**config.mk**
```make
export PLATFORM = sky130hd
export DESIGN_NAME = ppu_unpacker
export DESIGN_NICKNAME = d
export VERILOG_FILES = /design/src/ppu_pkg.sv /design/src/ppu_stream_if.sv /design/src/ppu_unpacker.sv /design/src/ppu_fifo.sv
export VERILOG_INCLUDE_DIRS = /design/src /design/src/src
export SDC_FILE = /design/constraint.sdc
export NUM_CORES = 1
export LEC_CHECK = 0
export ABC_AREA = 1
export BUFFER_PORTS_ARGS = -buffer_cell sky130_fd_sc_hd__buf_2
export CORE_MARGIN = 10
export CORE_UTILIZATION = 52
export CTS_CLUSTER_SIZE = 10
export DETAILED_ROUTE_END_ITERATION = 6
export MAX_ROUTING_LAYER = met4
export PLACE_DENSITY = 0.71
export SLEW_MARGIN = 5
export SYNTH_ARGS = -nofsm -noshare
export SYNTH_HDL_FRONTEND = slang
export SYNTH_SLANG_ARGS = --single-unit
```
**constraint.sdc**
```tcl
create_clock -name sys_clk_i -period 4.95 [get_ports sys_clk_i]
set_input_delay 0.7425 -clock sys_clk_i [delete_from_list [all_inputs] [get_ports sys_clk_i]]
set_output_delay 0.7425 -clock sys_clk_i [all_outputs]
set_load 0.01 [all_outputs]
```
**src/ppu_defines.svh**
```systemverilog
// constants for the panel pixel word unpacker
`ifndef PPU_DEFINES_SVH
`define PPU_DEFINES_SVH
`define PPU_H_ACTIVE 12'd3840
`define PPU_V_ACTIVE 12'd2160
`define PPU_VBLANK_LINES 4'd8
`define PPU_COMP_W 10
`define PPU_DRIVE_W 8
`define PPU_WORD_W 32
`define PPU_FIFO_DEPTH 8
`define PPU_FIRST_LO 0
`define PPU_SECOND_LO 8
`define PPU_THIRD_LO 16
`define PPU_THIRD_LSB 26
`define PPU_SECOND_LSB 28
`define PPU_FIRST_B0 30
`define PPU_FIRST_B1 31
`endif

```
**src/ppu_pkg.sv**
```systemverilog
// types for the panel pixel word unpacker
package ppu_pkg;
  typedef logic [9:0] ppu_comp_type;
  typedef logic [7:0] ppu_drive_type;
  typedef struct packed
  {
    ppu_comp_type first;
    ppu_comp_type second;
    ppu_comp_type third;
  } ppu_pixel_type;
  typedef enum logic [1:0] {PPU_IDLE, PPU_LINE, PPU_FILL} ppu_state_type;
endpackage

```
**src/ppu_stream_if.sv**
```systemverilog
// valid/ready pixel stream between unpacker and its fifo
`timescale 1ns/1ns
interface ppu_stream_if #(parameter int WIDTH = 32);
  logic valid;
  logic ready;
  logic [WIDTH-1:0] data;
  modport src (output valid, output data, input ready);
  modport snk (input valid, input data, output ready);
endinterface

```
**src/ppu_unpacker.sv**
```systemverilog
// panel pixel word unpacker: link word to dithered 8-bit drive levels
`timescale 1ns/1ns
`include "ppu_defines.svh"
module ppu_unpacker #(
  parameter int H_ACTIVE = `PPU_H_ACTIVE,
  parameter int V_ACTIVE = `PPU_V_ACTIVE,
  parameter int FIFO_DEPTH = `PPU_FIFO_DEPTH
)(
  input wire logic sys_clk_i,
  input wire logic rst_i,
  input wire logic pixel_valid_window_i,
  input wire logic [`PPU_WORD_W-1:0] link_word_i,
  input wire logic drive_ready_i,
  output logic drive_valid_o,
  output ppu_pkg::ppu_drive_type first_drive_o,
  output ppu_pkg::ppu_drive_type second_drive_o,
  output ppu_pkg::ppu_drive_type third_drive_o,
  output logic [11:0] drive_col_o,
  output logic [11:0] drive_row_o,
  output logic frame_start_o,
  output logic overflow_o
);
  import ppu_pkg::*;
  localparam int PW = 3 * `PPU_COMP_W + 24;

  // =====================
  // word unpacking
  function automatic ppu_pixel_type unpack(input logic [`PPU_WORD_W-1:0] w);
    ppu_pixel_type p;
    p.first = {w[`PPU_FIRST_LO +: 8], w[`PPU_FIRST_B1], w[`PPU_FIRST_B0]};
    p.second = {w[`PPU_SECOND_LO +: 8], w[`PPU_SECOND_LSB +: 2]};
    p.third = {w[`PPU_THIRD_LO +: 8], w[`PPU_THIRD_LSB +: 2]};
    return p;
  endfunction

  // frame-rate dither: round up when 2-bit remainder beats a pattern phase
  function automatic ppu_drive_type dither(input ppu_comp_type c, input logic [1:0] ph);
    logic up;
    up = (c[1:0] > ph) && (c[9:2] != 8'hFF);
    return c[9:2] + 8'(up);
  endfunction

  // =====================
  // input position tracking
  ppu_state_type st_r, st_nxt;
  logic win_r, win_nxt;
  logic [11:0] col_r, col_nxt, row_r, row_nxt;
  logic [11:0] lowcnt_r, lowcnt_nxt;
  logic [11:0] linelen_r, linelen_nxt;
  logic [3:0] lowlines_r, lowlines_nxt;
  logic [1:0] phase_r, phase_nxt;
  logic ovf_r, ovf_nxt;
  logic push;
  logic fs_push;
  logic [PW-1:0] push_data;
  ppu_pixel_type px;

  ppu_stream_if #(.WIDTH(PW)) in_s ();
  ppu_stream_if #(.WIDTH(PW)) out_s ();

  always_comb
  begin
    st_nxt = st_r;
    win_nxt = pixel_valid_window_i;
    col_nxt = col_r;
    row_nxt = row_r;
    lowcnt_nxt = lowcnt_r;
    linelen_nxt = linelen_r;
    lowlines_nxt = lowlines_r;
    phase_nxt = phase_r;
    ovf_nxt = ovf_r;
    push = 1'b0;
    fs_push = 1'b0;
    px = unpack(link_word_i);
    if (pixel_valid_window_i && !win_r)
    begin
      // window rise: start of a line, maybe of a frame
      col_nxt = 12'd0;
      if (lowlines_r >= `PPU_VBLANK_LINES)
      begin
        row_nxt = 12'd0;
        fs_push = 1'b1;
        phase_nxt = phase_r + 2'd1;
      end
      lowcnt_nxt = 12'd0;
      lowlines_nxt = 4'd0;
    end
    else if (!pixel_valid_window_i)
    begin
      // count low time in line periods
      if (lowcnt_r + 12'd1 >= linelen_r && linelen_r != 12'd0)
      begin
        lowcnt_nxt = 12'd0;
        if (lowlines_r != 4'hF)
          lowlines_nxt = lowlines_r + 4'd1;
      end
      else
        lowcnt_nxt = lowcnt_r + 12'd1;
    end
    case (st_r)
      PPU_IDLE:
      begin
        if (pixel_valid_window_i && !win_r)
          st_nxt = PPU_LINE;
      end
      PPU_LINE:
      begin
        if (pixel_valid_window_i && col_r < 12'(H_ACTIVE))
        begin
          push = 1'b1;
          col_nxt = col_r + 12'd1;
        end
        else if (!pixel_valid_window_i)
        begin
          linelen_nxt = col_r + lowcnt_r + 12'd1;
          st_nxt = (col_r < 12'(H_ACTIVE)) ? PPU_FILL : PPU_IDLE;
          if (col_r >= 12'(H_ACTIVE) && row_r < 12'(V_ACTIVE))
            row_nxt = row_r + 12'd1;
        end
      end
      PPU_FILL:
      begin
        // pad the rest of the line with black
        push = 1'b1;
        px = '0;
        col_nxt = col_r + 12'd1;
        if (col_r + 12'd1 >= 12'(H_ACTIVE))
        begin
          st_nxt = PPU_IDLE;
          if (row_r < 12'(V_ACTIVE))
            row_nxt = row_r + 12'd1;
        end
      end
      default:
        st_nxt = PPU_IDLE;
    endcase
    if (row_r >= 12'(V_ACTIVE))
      push = 1'b0;
    if (push && !in_s.ready)
      ovf_nxt = 1'b1;
    push_data = {fs_push || (col_r == 12'd0 && row_r == 12'd0), phase_r, px, col_r, row_r[8:0]};
  end

  always_ff @(posedge sys_clk_i or posedge rst_i)
  begin
    if (rst_i)
    begin
      st_r <= PPU_IDLE;
      win_r <= 1'b0;
      col_r <= 12'd0;
      row_r <= 12'd0;
      lowcnt_r <= 12'd0;
      linelen_r <= 12'd0;
      lowlines_r <= 4'd0;
      phase_r <= 2'd0;
      ovf_r <= 1'b0;
    end
    else
    begin
      st_r <= st_nxt;
      win_r <= win_nxt;
      col_r <= col_nxt;
      row_r <= row_nxt;
      lowcnt_r <= lowcnt_nxt;
      linelen_r <= linelen_nxt;
      lowlines_r <= lowlines_nxt;
      phase_r <= phase_nxt;
      ovf_r <= ovf_nxt;
    end
  end

  // =====================
  // pixel fifo
  assign in_s.valid = push;
  assign in_s.data = push_data;

  ppu_fifo #(.WIDTH(PW), .DEPTH(FIFO_DEPTH)) u_fifo (
    .sys_clk_i(sys_clk_i),
    .rst_i(rst_i),
    .in_s(in_s),
    .out_s(out_s)
  );

  // row kept outside fifo word beyond 9 bits: rebuilt on drain side
  logic [11:0] orow_r, orow_nxt;
  logic ov_r, ov_nxt, fs_r, fs_nxt;
  ppu_drive_type d1_r, d1_nxt, d2_r, d2_nxt, d3_r, d3_nxt;
  logic [11:0] ocol_r, ocol_nxt;
  ppu_pixel_type op;
  logic [1:0] oph;
  logic ofs;
  logic [11:0] occ;

  always_comb
  begin
    {ofs, oph, op, occ} = out_s.data[PW-1:9];
    out_s.ready = !ov_r || drive_ready_i;
    ov_nxt = ov_r;
    fs_nxt = fs_r;
    d1_nxt = d1_r;
    d2_nxt = d2_r;
    d3_nxt = d3_r;
    ocol_nxt = ocol_r;
    orow_nxt = orow_r;
    if (out_s.valid && out_s.ready)
    begin
      ov_nxt = 1'b1;
      fs_nxt = ofs;
      d1_nxt = dither(op.first, oph);
      d2_nxt = dither(op.second, oph ^ 2'd1);
      d3_nxt = dither(op.third, oph ^ 2'd2);
      ocol_nxt = occ;
      if (ofs)
        orow_nxt = 12'd0;
      else if (occ == 12'd0)
        orow_nxt = orow_r + 12'd1;
    end
    else if (drive_ready_i)
    begin
      ov_nxt = 1'b0;
      fs_nxt = 1'b0;
    end
  end

  always_ff @(posedge sys_clk_i or posedge rst_i)
  begin
    if (rst_i)
    begin
      ov_r <= 1'b0;
      fs_r <= 1'b0;
      d1_r <= '0;
      d2_r <= '0;
      d3_r <= '0;
      ocol_r <= 12'd0;
      orow_r <= 12'd0;
    end
    else
    begin
      ov_r <= ov_nxt;
      fs_r <= fs_nxt;
      d1_r <= d1_nxt;
      d2_r <= d2_nxt;
      d3_r <= d3_nxt;
      ocol_r <= ocol_nxt;
      orow_r <= orow_nxt;
    end
  end

  assign drive_valid_o = ov_r;
  assign frame_start_o = fs_r;
  assign first_drive_o = d1_r;
  assign second_drive_o = d2_r;
  assign third_drive_o = d3_r;
  assign drive_col_o = ocol_r;
  assign drive_row_o = orow_r;
  assign overflow_o = ovf_r;
endmodule // ppu_unpacker

```
**src/ppu_fifo.sv**
```systemverilog
// small pixel fifo with registered read data
`timescale 1ns/1ns
module ppu_fifo #(
  parameter int WIDTH = 32,
  parameter int DEPTH = 8
)(
  input wire logic sys_clk_i,
  input wire logic rst_i,
  ppu_stream_if.snk in_s,
  ppu_stream_if.src out_s
);
  localparam int AW = $clog2(DEPTH);
  logic [WIDTH-1:0] mem_r [DEPTH];
  logic [AW-1:0] wp_r, wp_nxt, rp_r, rp_nxt;
  logic [AW:0] cnt_r, cnt_nxt;
  logic [WIDTH-1:0] dout_r, dout_nxt;
  logic ov_r, ov_nxt;
  logic wr, rd;
  // =====================
  // next state
  always_comb
  begin
    wr = in_s.valid && (cnt_r != AW'(0) + (AW+1)'(DEPTH));
    rd = (cnt_r != '0) && (!ov_r || out_s.ready);
    wp_nxt = wr ? wp_r + AW'(1) : wp_r;
    rp_nxt = rd ? rp_r + AW'(1) : rp_r;
    cnt_nxt = cnt_r + (AW+1)'(wr) - (AW+1)'(rd);
    dout_nxt = rd ? mem_r[rp_r] : dout_r;
    ov_nxt = rd ? 1'b1 : (out_s.ready ? 1'b0 : ov_r);
  end
  // =====================
  // registers
  always_ff @(posedge sys_clk_i or posedge rst_i)
  begin
    if (rst_i)
    begin
      wp_r <= '0;
      rp_r <= '0;
      cnt_r <= '0;
      dout_r <= '0;
      ov_r <= 1'b0;
    end
    else
    begin
      wp_r <= wp_nxt;
      rp_r <= rp_nxt;
      cnt_r <= cnt_nxt;
      dout_r <= dout_nxt;
      ov_r <= ov_nxt;
    end
  end
  always_ff @(posedge sys_clk_i)
  begin
    if (wr)
      mem_r[wp_r] <= in_s.data;
  end
  assign in_s.ready = (cnt_r != (AW+1)'(DEPTH));
  assign out_s.valid = ov_r;
  assign out_s.data = dout_r;
endmodule // ppu_fifo

```
# After elaboration in Yosys (flattened, before gate mapping)
# Memory sizes are Yosys's and may differ from the RTL's. A register that Yosys moved wholly into a read port is not among the register bits.
# Cells that the tools add are included.
[totals] memories=1 ff_bits=119 inputBits=36 wordCells=136 ramBits=432 out_inout_bits=51
[op_classes] bitwise_logic=4 addsub=15 mux=39 reduce_logical=35 magnitude_cmp=10 n_eq_ne=12
[mem_list] name="u_fifo.mem_r" depth=8 width=54 read_ports=1 rd_clocked_by_memory_dff=1 wr=1 line_no="ppu_fifo.sv:13" text="logic [WIDTH-1:0] mem_r [DEPTH];"
[ops] operator="two-way mux 12 bit" n=14
[ops] operator="adder 12 x 1 -> 12 bit (second input constant)" n=5
[ops] operator="one-hot mux 12 bit (2 select lines)" n=2
[ops] operator="greater-or-equal comparator 12 bit (second input constant)" n=3
[ops] operator="zero test 12 bit" n=3
[ops] operator="two-way mux 30 bit" n=1
[ops] operator="adder 8 x 1 -> 8 bit" n=3
[ops] operator="less-than comparator 12 bit (second input constant)" n=2
[ops] operator="!= test 8 bit (second input constant)" n=3
[ops] operator="two-way mux 4 bit" n=4
[ops] operator="adder 12 bit" n=1
[ops] operator="greater-or-equal comparator 12 bit" n=1
[ops] operator="logical AND 1 bit" n=12
[ops] operator="nonzero test 12 bit" n=1
[ops] operator="two-way mux 1 bit" n=11
[ops] operator="two-way mux 2 bit" n=5
[ops] operator="nonzero test 2 bit" n=5
[ops] operator="!= test 2 bit (second input constant)" n=4
[ops] operator="!= test 4 bit (second input constant)" n=2
[ops] operator="adder 3 x 1 -> 3 bit (second input constant)" n=2
[ops] operator="greater-than comparator 2 bit" n=3
[ops] operator="one-hot mux 2 bit (3 select lines)" n=1
[ops] operator="AND reduction 3 bit" n=2
[ops] operator="adder 4 x 1 -> 4 bit" n=1
[ops] operator="15 further kinds" n=24

# Logic depth before layout (Yosys ltp)
[logic_depth] ltp_word=8 ltp_mapped=17 mapped_depth_nobuf=17

# Modules after synthesis
# From an unflattened synthesis, not the netlist that was laid out.
[hier_totals] cells_unflattened=3061 area_unflattened_um2=28567.4
[modules_own_cells] mod="ppu_fifo" area_each_um2=20752.4 n_inst=1 seq_area_each_um2=14599.0 cells_each=1946
[modules_own_cells] mod="ppu_unpacker" area_each_um2=7815.0 n_inst=1 seq_area_each_um2=2702.6 cells_each=1115

# Worst setup path before layout
# OpenSTA, ideal clock, no wires.
[synth_path] path_type="input to register" startpoint="input pixel_valid_window_i" endpoint="memory u_fifo.mem_r[0][10] (netlist bit), enable pin" setup_slack_ns=1.030 path_buffers=1 t_arrival_ns=3.472 path_stages=8 path_cell_list="buf_4 > nand3_1 > nand2_1 > nand2_1 > inv_2 > nand3_1 > or2_2 > nor2_1"
[synth_via] elab_chain_len=7
[synth_rtl] element="start, declared" line_no="ppu_unpacker.sv:11" text="input wire logic pixel_valid_window_i,"
[synth_rtl] element="logical AND 1 bit" line_no="ppu_unpacker.sv:108" text="if (pixel_valid_window_i && col_r < 12'(H_ACTIVE))"
[synth_rtl] element="two-way mux 1 bit" line_no="ppu_unpacker.sv:108"
[synth_rtl] element="one-hot mux 1 bit (2 select lines)" line_no="ppu_unpacker.sv:100" text="case (st_r)"
[synth_rtl] element="two-way mux 1 bit" line_no="ppu_unpacker.sv:137" text="if (row_r >= 12'(V_ACTIVE))"
[synth_rtl] element="logical AND 1 bit" line_no="ppu_fifo.sv:23" text="wr = in_s.valid && (cnt_r != AW'(0) + (AW+1)'(DEPTH));"
[synth_rtl] element="two-way mux 1 bit" line_no="ppu_fifo.sv:54" text="if (wr)"
[synth_rtl] element="two-way mux 1 bit (implied by the code)" line_no="ppu_fifo.sv:55" text="mem_r[wp_r] <= in_s.data;"
[synth_rtl] element="end, declared" line_no="ppu_fifo.sv:13"
# Every way passes these cells.

# Worst setup path in the final report
[layout_path] startpoint="register col_r[9]" endpoint="memory u_fifo.mem_r[2][26] (netlist bit), enable pin"
[layout_via] elab_chain_len=8
[layout_rtl] element="start, declared" line_no="ppu_unpacker.sv:47" text="logic [11:0] col_r, col_nxt, row_r, row_nxt;"
[layout_rtl] element="start signal, assigned" line_no="ppu_unpacker.sv:162" text="col_r <= col_nxt;"
[layout_rtl] element="less-than comparator 12 bit" line_no="ppu_unpacker.sv:108"
[layout_rtl] element="logical AND 1 bit" line_no="ppu_unpacker.sv:108"
[layout_rtl] element="two-way mux 1 bit" line_no="ppu_unpacker.sv:108"
[layout_rtl] element="one-hot mux 1 bit (2 select lines)" line_no="ppu_unpacker.sv:100"
[layout_rtl] element="two-way mux 1 bit" line_no="ppu_unpacker.sv:137"
[layout_rtl] element="logical AND 1 bit" line_no="ppu_fifo.sv:23"
[layout_rtl] element="two-way mux 1 bit" line_no="ppu_fifo.sv:54"
[layout_rtl] element="two-way mux 1 bit (implied by the code)" line_no="ppu_fifo.sv:55"
# Every way passes these cells.

==> results_dict.tcl <==
set metrics [dict create \
    status "finished clean" \
    maxSlewViolCount 0 \
    place.gp.congestion 0.882 \
    yosysTopAreaCellShare_pct 46.3 \
    drc 0 \
    setup_viol 0 \
    synth_fp_nets 2293 \
    grt_usage_pct 21.5 \
    clkTransAtPathRegs_ns 0.06 \
    cp.arrival_ns 3.66 \
    r2r_slack_ns 1.59 \
    cts_setup_buffers 0 \
    ant_nets 0 \
    synth_xor_area_share_pct 1.87 \
    synthTopCellsByArea "edfxtp_1 (46%), dfrtp_1 (18%), o21ai_0 (6.1%)" \
    synthSimpleGateAreaFrac_pct 14.9 \
    grt_pass1_wl_um 89300 \
    wirelength_um 57100 \
    synth_top_family_by_area "simple AND/OR/NAND/NOR gates" \
    r2r-end "u_fifo.mem_r[2][26]" \
    cts_buffers 59 \
    hold_viol 0 \
    clock_skew_ns 0.0301 \
    grt_max_degree 113 \
    synth_area_um2 23400 \
    clk_latency_ns 0.62 \
    first_global_vias 16503 \
    wl_per_cell_um 19.7 \
    synthCells 2201 \
    power_density_nw_per_um2 592 \
    multi_input_comb_area_um2 7380 \
    hp-class "in -> async" \
    fp.coreArea_um2 44300 \
    synth_edf_count 360 \
    synthArstFlopShare_pct 31.3 \
    vias 16832 \
    reg2reg_depth 11 \
    cp.required_ns 5.25 \
    setup_tns_ns 0 \
    drt_iter0_drc 1579 \
    initial_core_util_pct 52.7 \
    portBuffers 84 \
    synth_cell_types 40 \
    cp_max_fo 31 \
    viasPerCell 5.80 \
    cts.path.max_buffers 3 \
    cp-end-kind "flip-flop" \
    root_buffer "clkbuf_16" \
    synthTopCellsByCount "edfxtp_1 (360), nand2_1 (326), o21ai_0 (283)" \
    timing.slew.headroom_pct 22.7 \
    fp-row-count 77 \
    antenna_cells 0 \
    final_nets 2354 \
    cts.sinks 524 \
    place_hpwl_um 33200 \
    fill_cells 3633 \
    ys_ff_latch 524 \
    yosys_warnings 0 \
    grt_overflow 0 \
    syn2layout_area_growth_pct 11.8 \
    drive_gt1_share_pct 9.61 \
    crit-reg2reg-launch "col_r[9]" \
    dp.cells 2793 \
    synthAdderAreaFrac_pct 3.06 \
    finalNonFillerCells 2903 \
    yosys_most_used_dff "edfxtp_1" \
    synth_most_common_cell "edfxtp_1" \
    die-area_um2 53800 \
    layout_min_cycle_time_ns 3.36 \
    leakage_nw 10.2 \
    worstMarginPinSlew_ns 1.16 \
    synth.avg_cell_area_um2 10.6 \
    synth_compound_area_share_pct 11.4 \
    utilization_pct 58.9 \
    die_w_um 232 \
    synth.yosys.seq_area_share_pct 63.8 \
    fin_crit_sh_pct 67.8 \
    io-pin-count 87 \
    rsz0062_at_grt "false" \
    critPathKind "reg -> reg" \
    start_kind "flip-flop" \
    muxShareOfSynthArea_pct 0 \
    peakVddDrop_mv 0.600 \
    dr.pass1.iters 5 \
    max_cap_viol_count 0 \
    grt_antenna_before_repair 1 \
    ctsHoldBuffers 0 \
    ctsHtreeMaxLevel 2 \
    die_h_um 232 \
    ctsResizeCount 0 \
    finalPower_mw 15.5 \
    seqCellArea_um2 14900 \
    cts_tree "done" \
    fmax_mhz 298 \
    yosysTopAreaCell "edfxtp_1" \
]
[worst max-delay path: stages (launching register included)]
cell     delay, ns
dfrtp_1       0.57
nand2_1       0.23
nor3_4        0.10
inv_2         0.08
nand3_1       0.06
nand2_1       0.10
nand2_1       0.26
inv_2         0.17
nand3_1       0.14
or2_2         0.42
nor2_4        0.55
buf_12        0.33
[per-layer routing]
layer	track usage (%)	vias to the layer above	share of wire, %
met2	33.7	669	47
li1	-	7840	-
met4	6.86	0	2.4
met5	-	-	0
met3	4.09	102	8.3
met1	27.9	8221	43
[report_power, final]
group          internal, mW  switching, mW  total, mW
logic                  1.65           3.69       5.34
registers              5.57          0.610       6.18
clock network          2.27           1.68       3.95
total                  9.49           5.98       15.5
[how the worst max path moves through the flow]
stage | startpoint | endpoint | slack, ns
after global routing | col_r[9] | u_fifo.mem_r[1][36] | 1.44
after CTS | col_r[9] | u_fifo.mem_r[2][29] | 1.59
after floorplan | pixel_valid_window_i | u_fifo.mem_r[0][10] | 1.03
final | col_r[9] | u_fifo.mem_r[2][26] | 1.59
after detailed placement | pixel_valid_window_i | u_fifo.mem_r[2][26] | 1.58
after global placement | pixel_valid_window_i | u_fifo.mem_r[0][18] | 1.57
[cells in the final DEF (no fill, tap or decap), types with 39 or more instances in the layout]
cell type / Yosys / layout
xor2_1: 39 / 39
o221ai_1: 78 / 78
o21ai_0: 283 / 283
clkbuf_1: 77 / 44
nand3_1: 146 / 146
nand2_1: 326 / 325
nor2_1: 280 / 272
inv_1: 169 / 166
edfxtp_1: 360 / 360
buf_2: 23 / 84
a21oi_1: 43 / 43
clkbuf_16: 0 / 60
dfrtp_1: 164 / 162
ha_1: 54 / 53
[cells by family after synthesis]
kind of cell / after synthesis
buffers and inverters: 291
AND/OR/NAND/NOR: 824
adder cells (fa/ha/maj): 56
flip-flops: 524
AO/OA/AOI/OAI: 456
XOR/XNOR: 50
[layout make-up]
type / instances / area share [%]
well taps: 592 / 2.84
repair buffers: 110 / 2.50
inverters: 181 / 2.63
flip-flops and latches: 524 / 57.1
clock buffers: 104 / 6.38
multi-input cells: 1386 / 28.3
clock inverters: 6 / 0.273
[through the flow]
step                      instance area [um^2]  setup slack (ns)  hold slack (ns)
final                                    26100              1.59            0.134
after global placement                   24400              1.57            0.461
after global routing                     26100              1.44            0.130
after detailed placement                 24400              1.58            0.466
after floorplan                          23400              1.03            0.456
after CTS                                26100              1.59            0.127
[state kept, by name, summed over array words and instances, names as in the netlist, 3 cells and up]
name and count:
u_fifo.wp_r 3, linelen_r 12, drive_row_o 12, lowcnt_r 12, third_drive_o 8, u_fifo.cnt_r 4
u_fifo.rp_r 3, u_fifo.mem_r 360, u_fifo.out_s.data 45, second_drive_o 8, first_drive_o 8, lowlines_r 4
drive_col_o 12, col_r 12, row_r 12
Note: power is estimated with default switching activity, not from simulation.
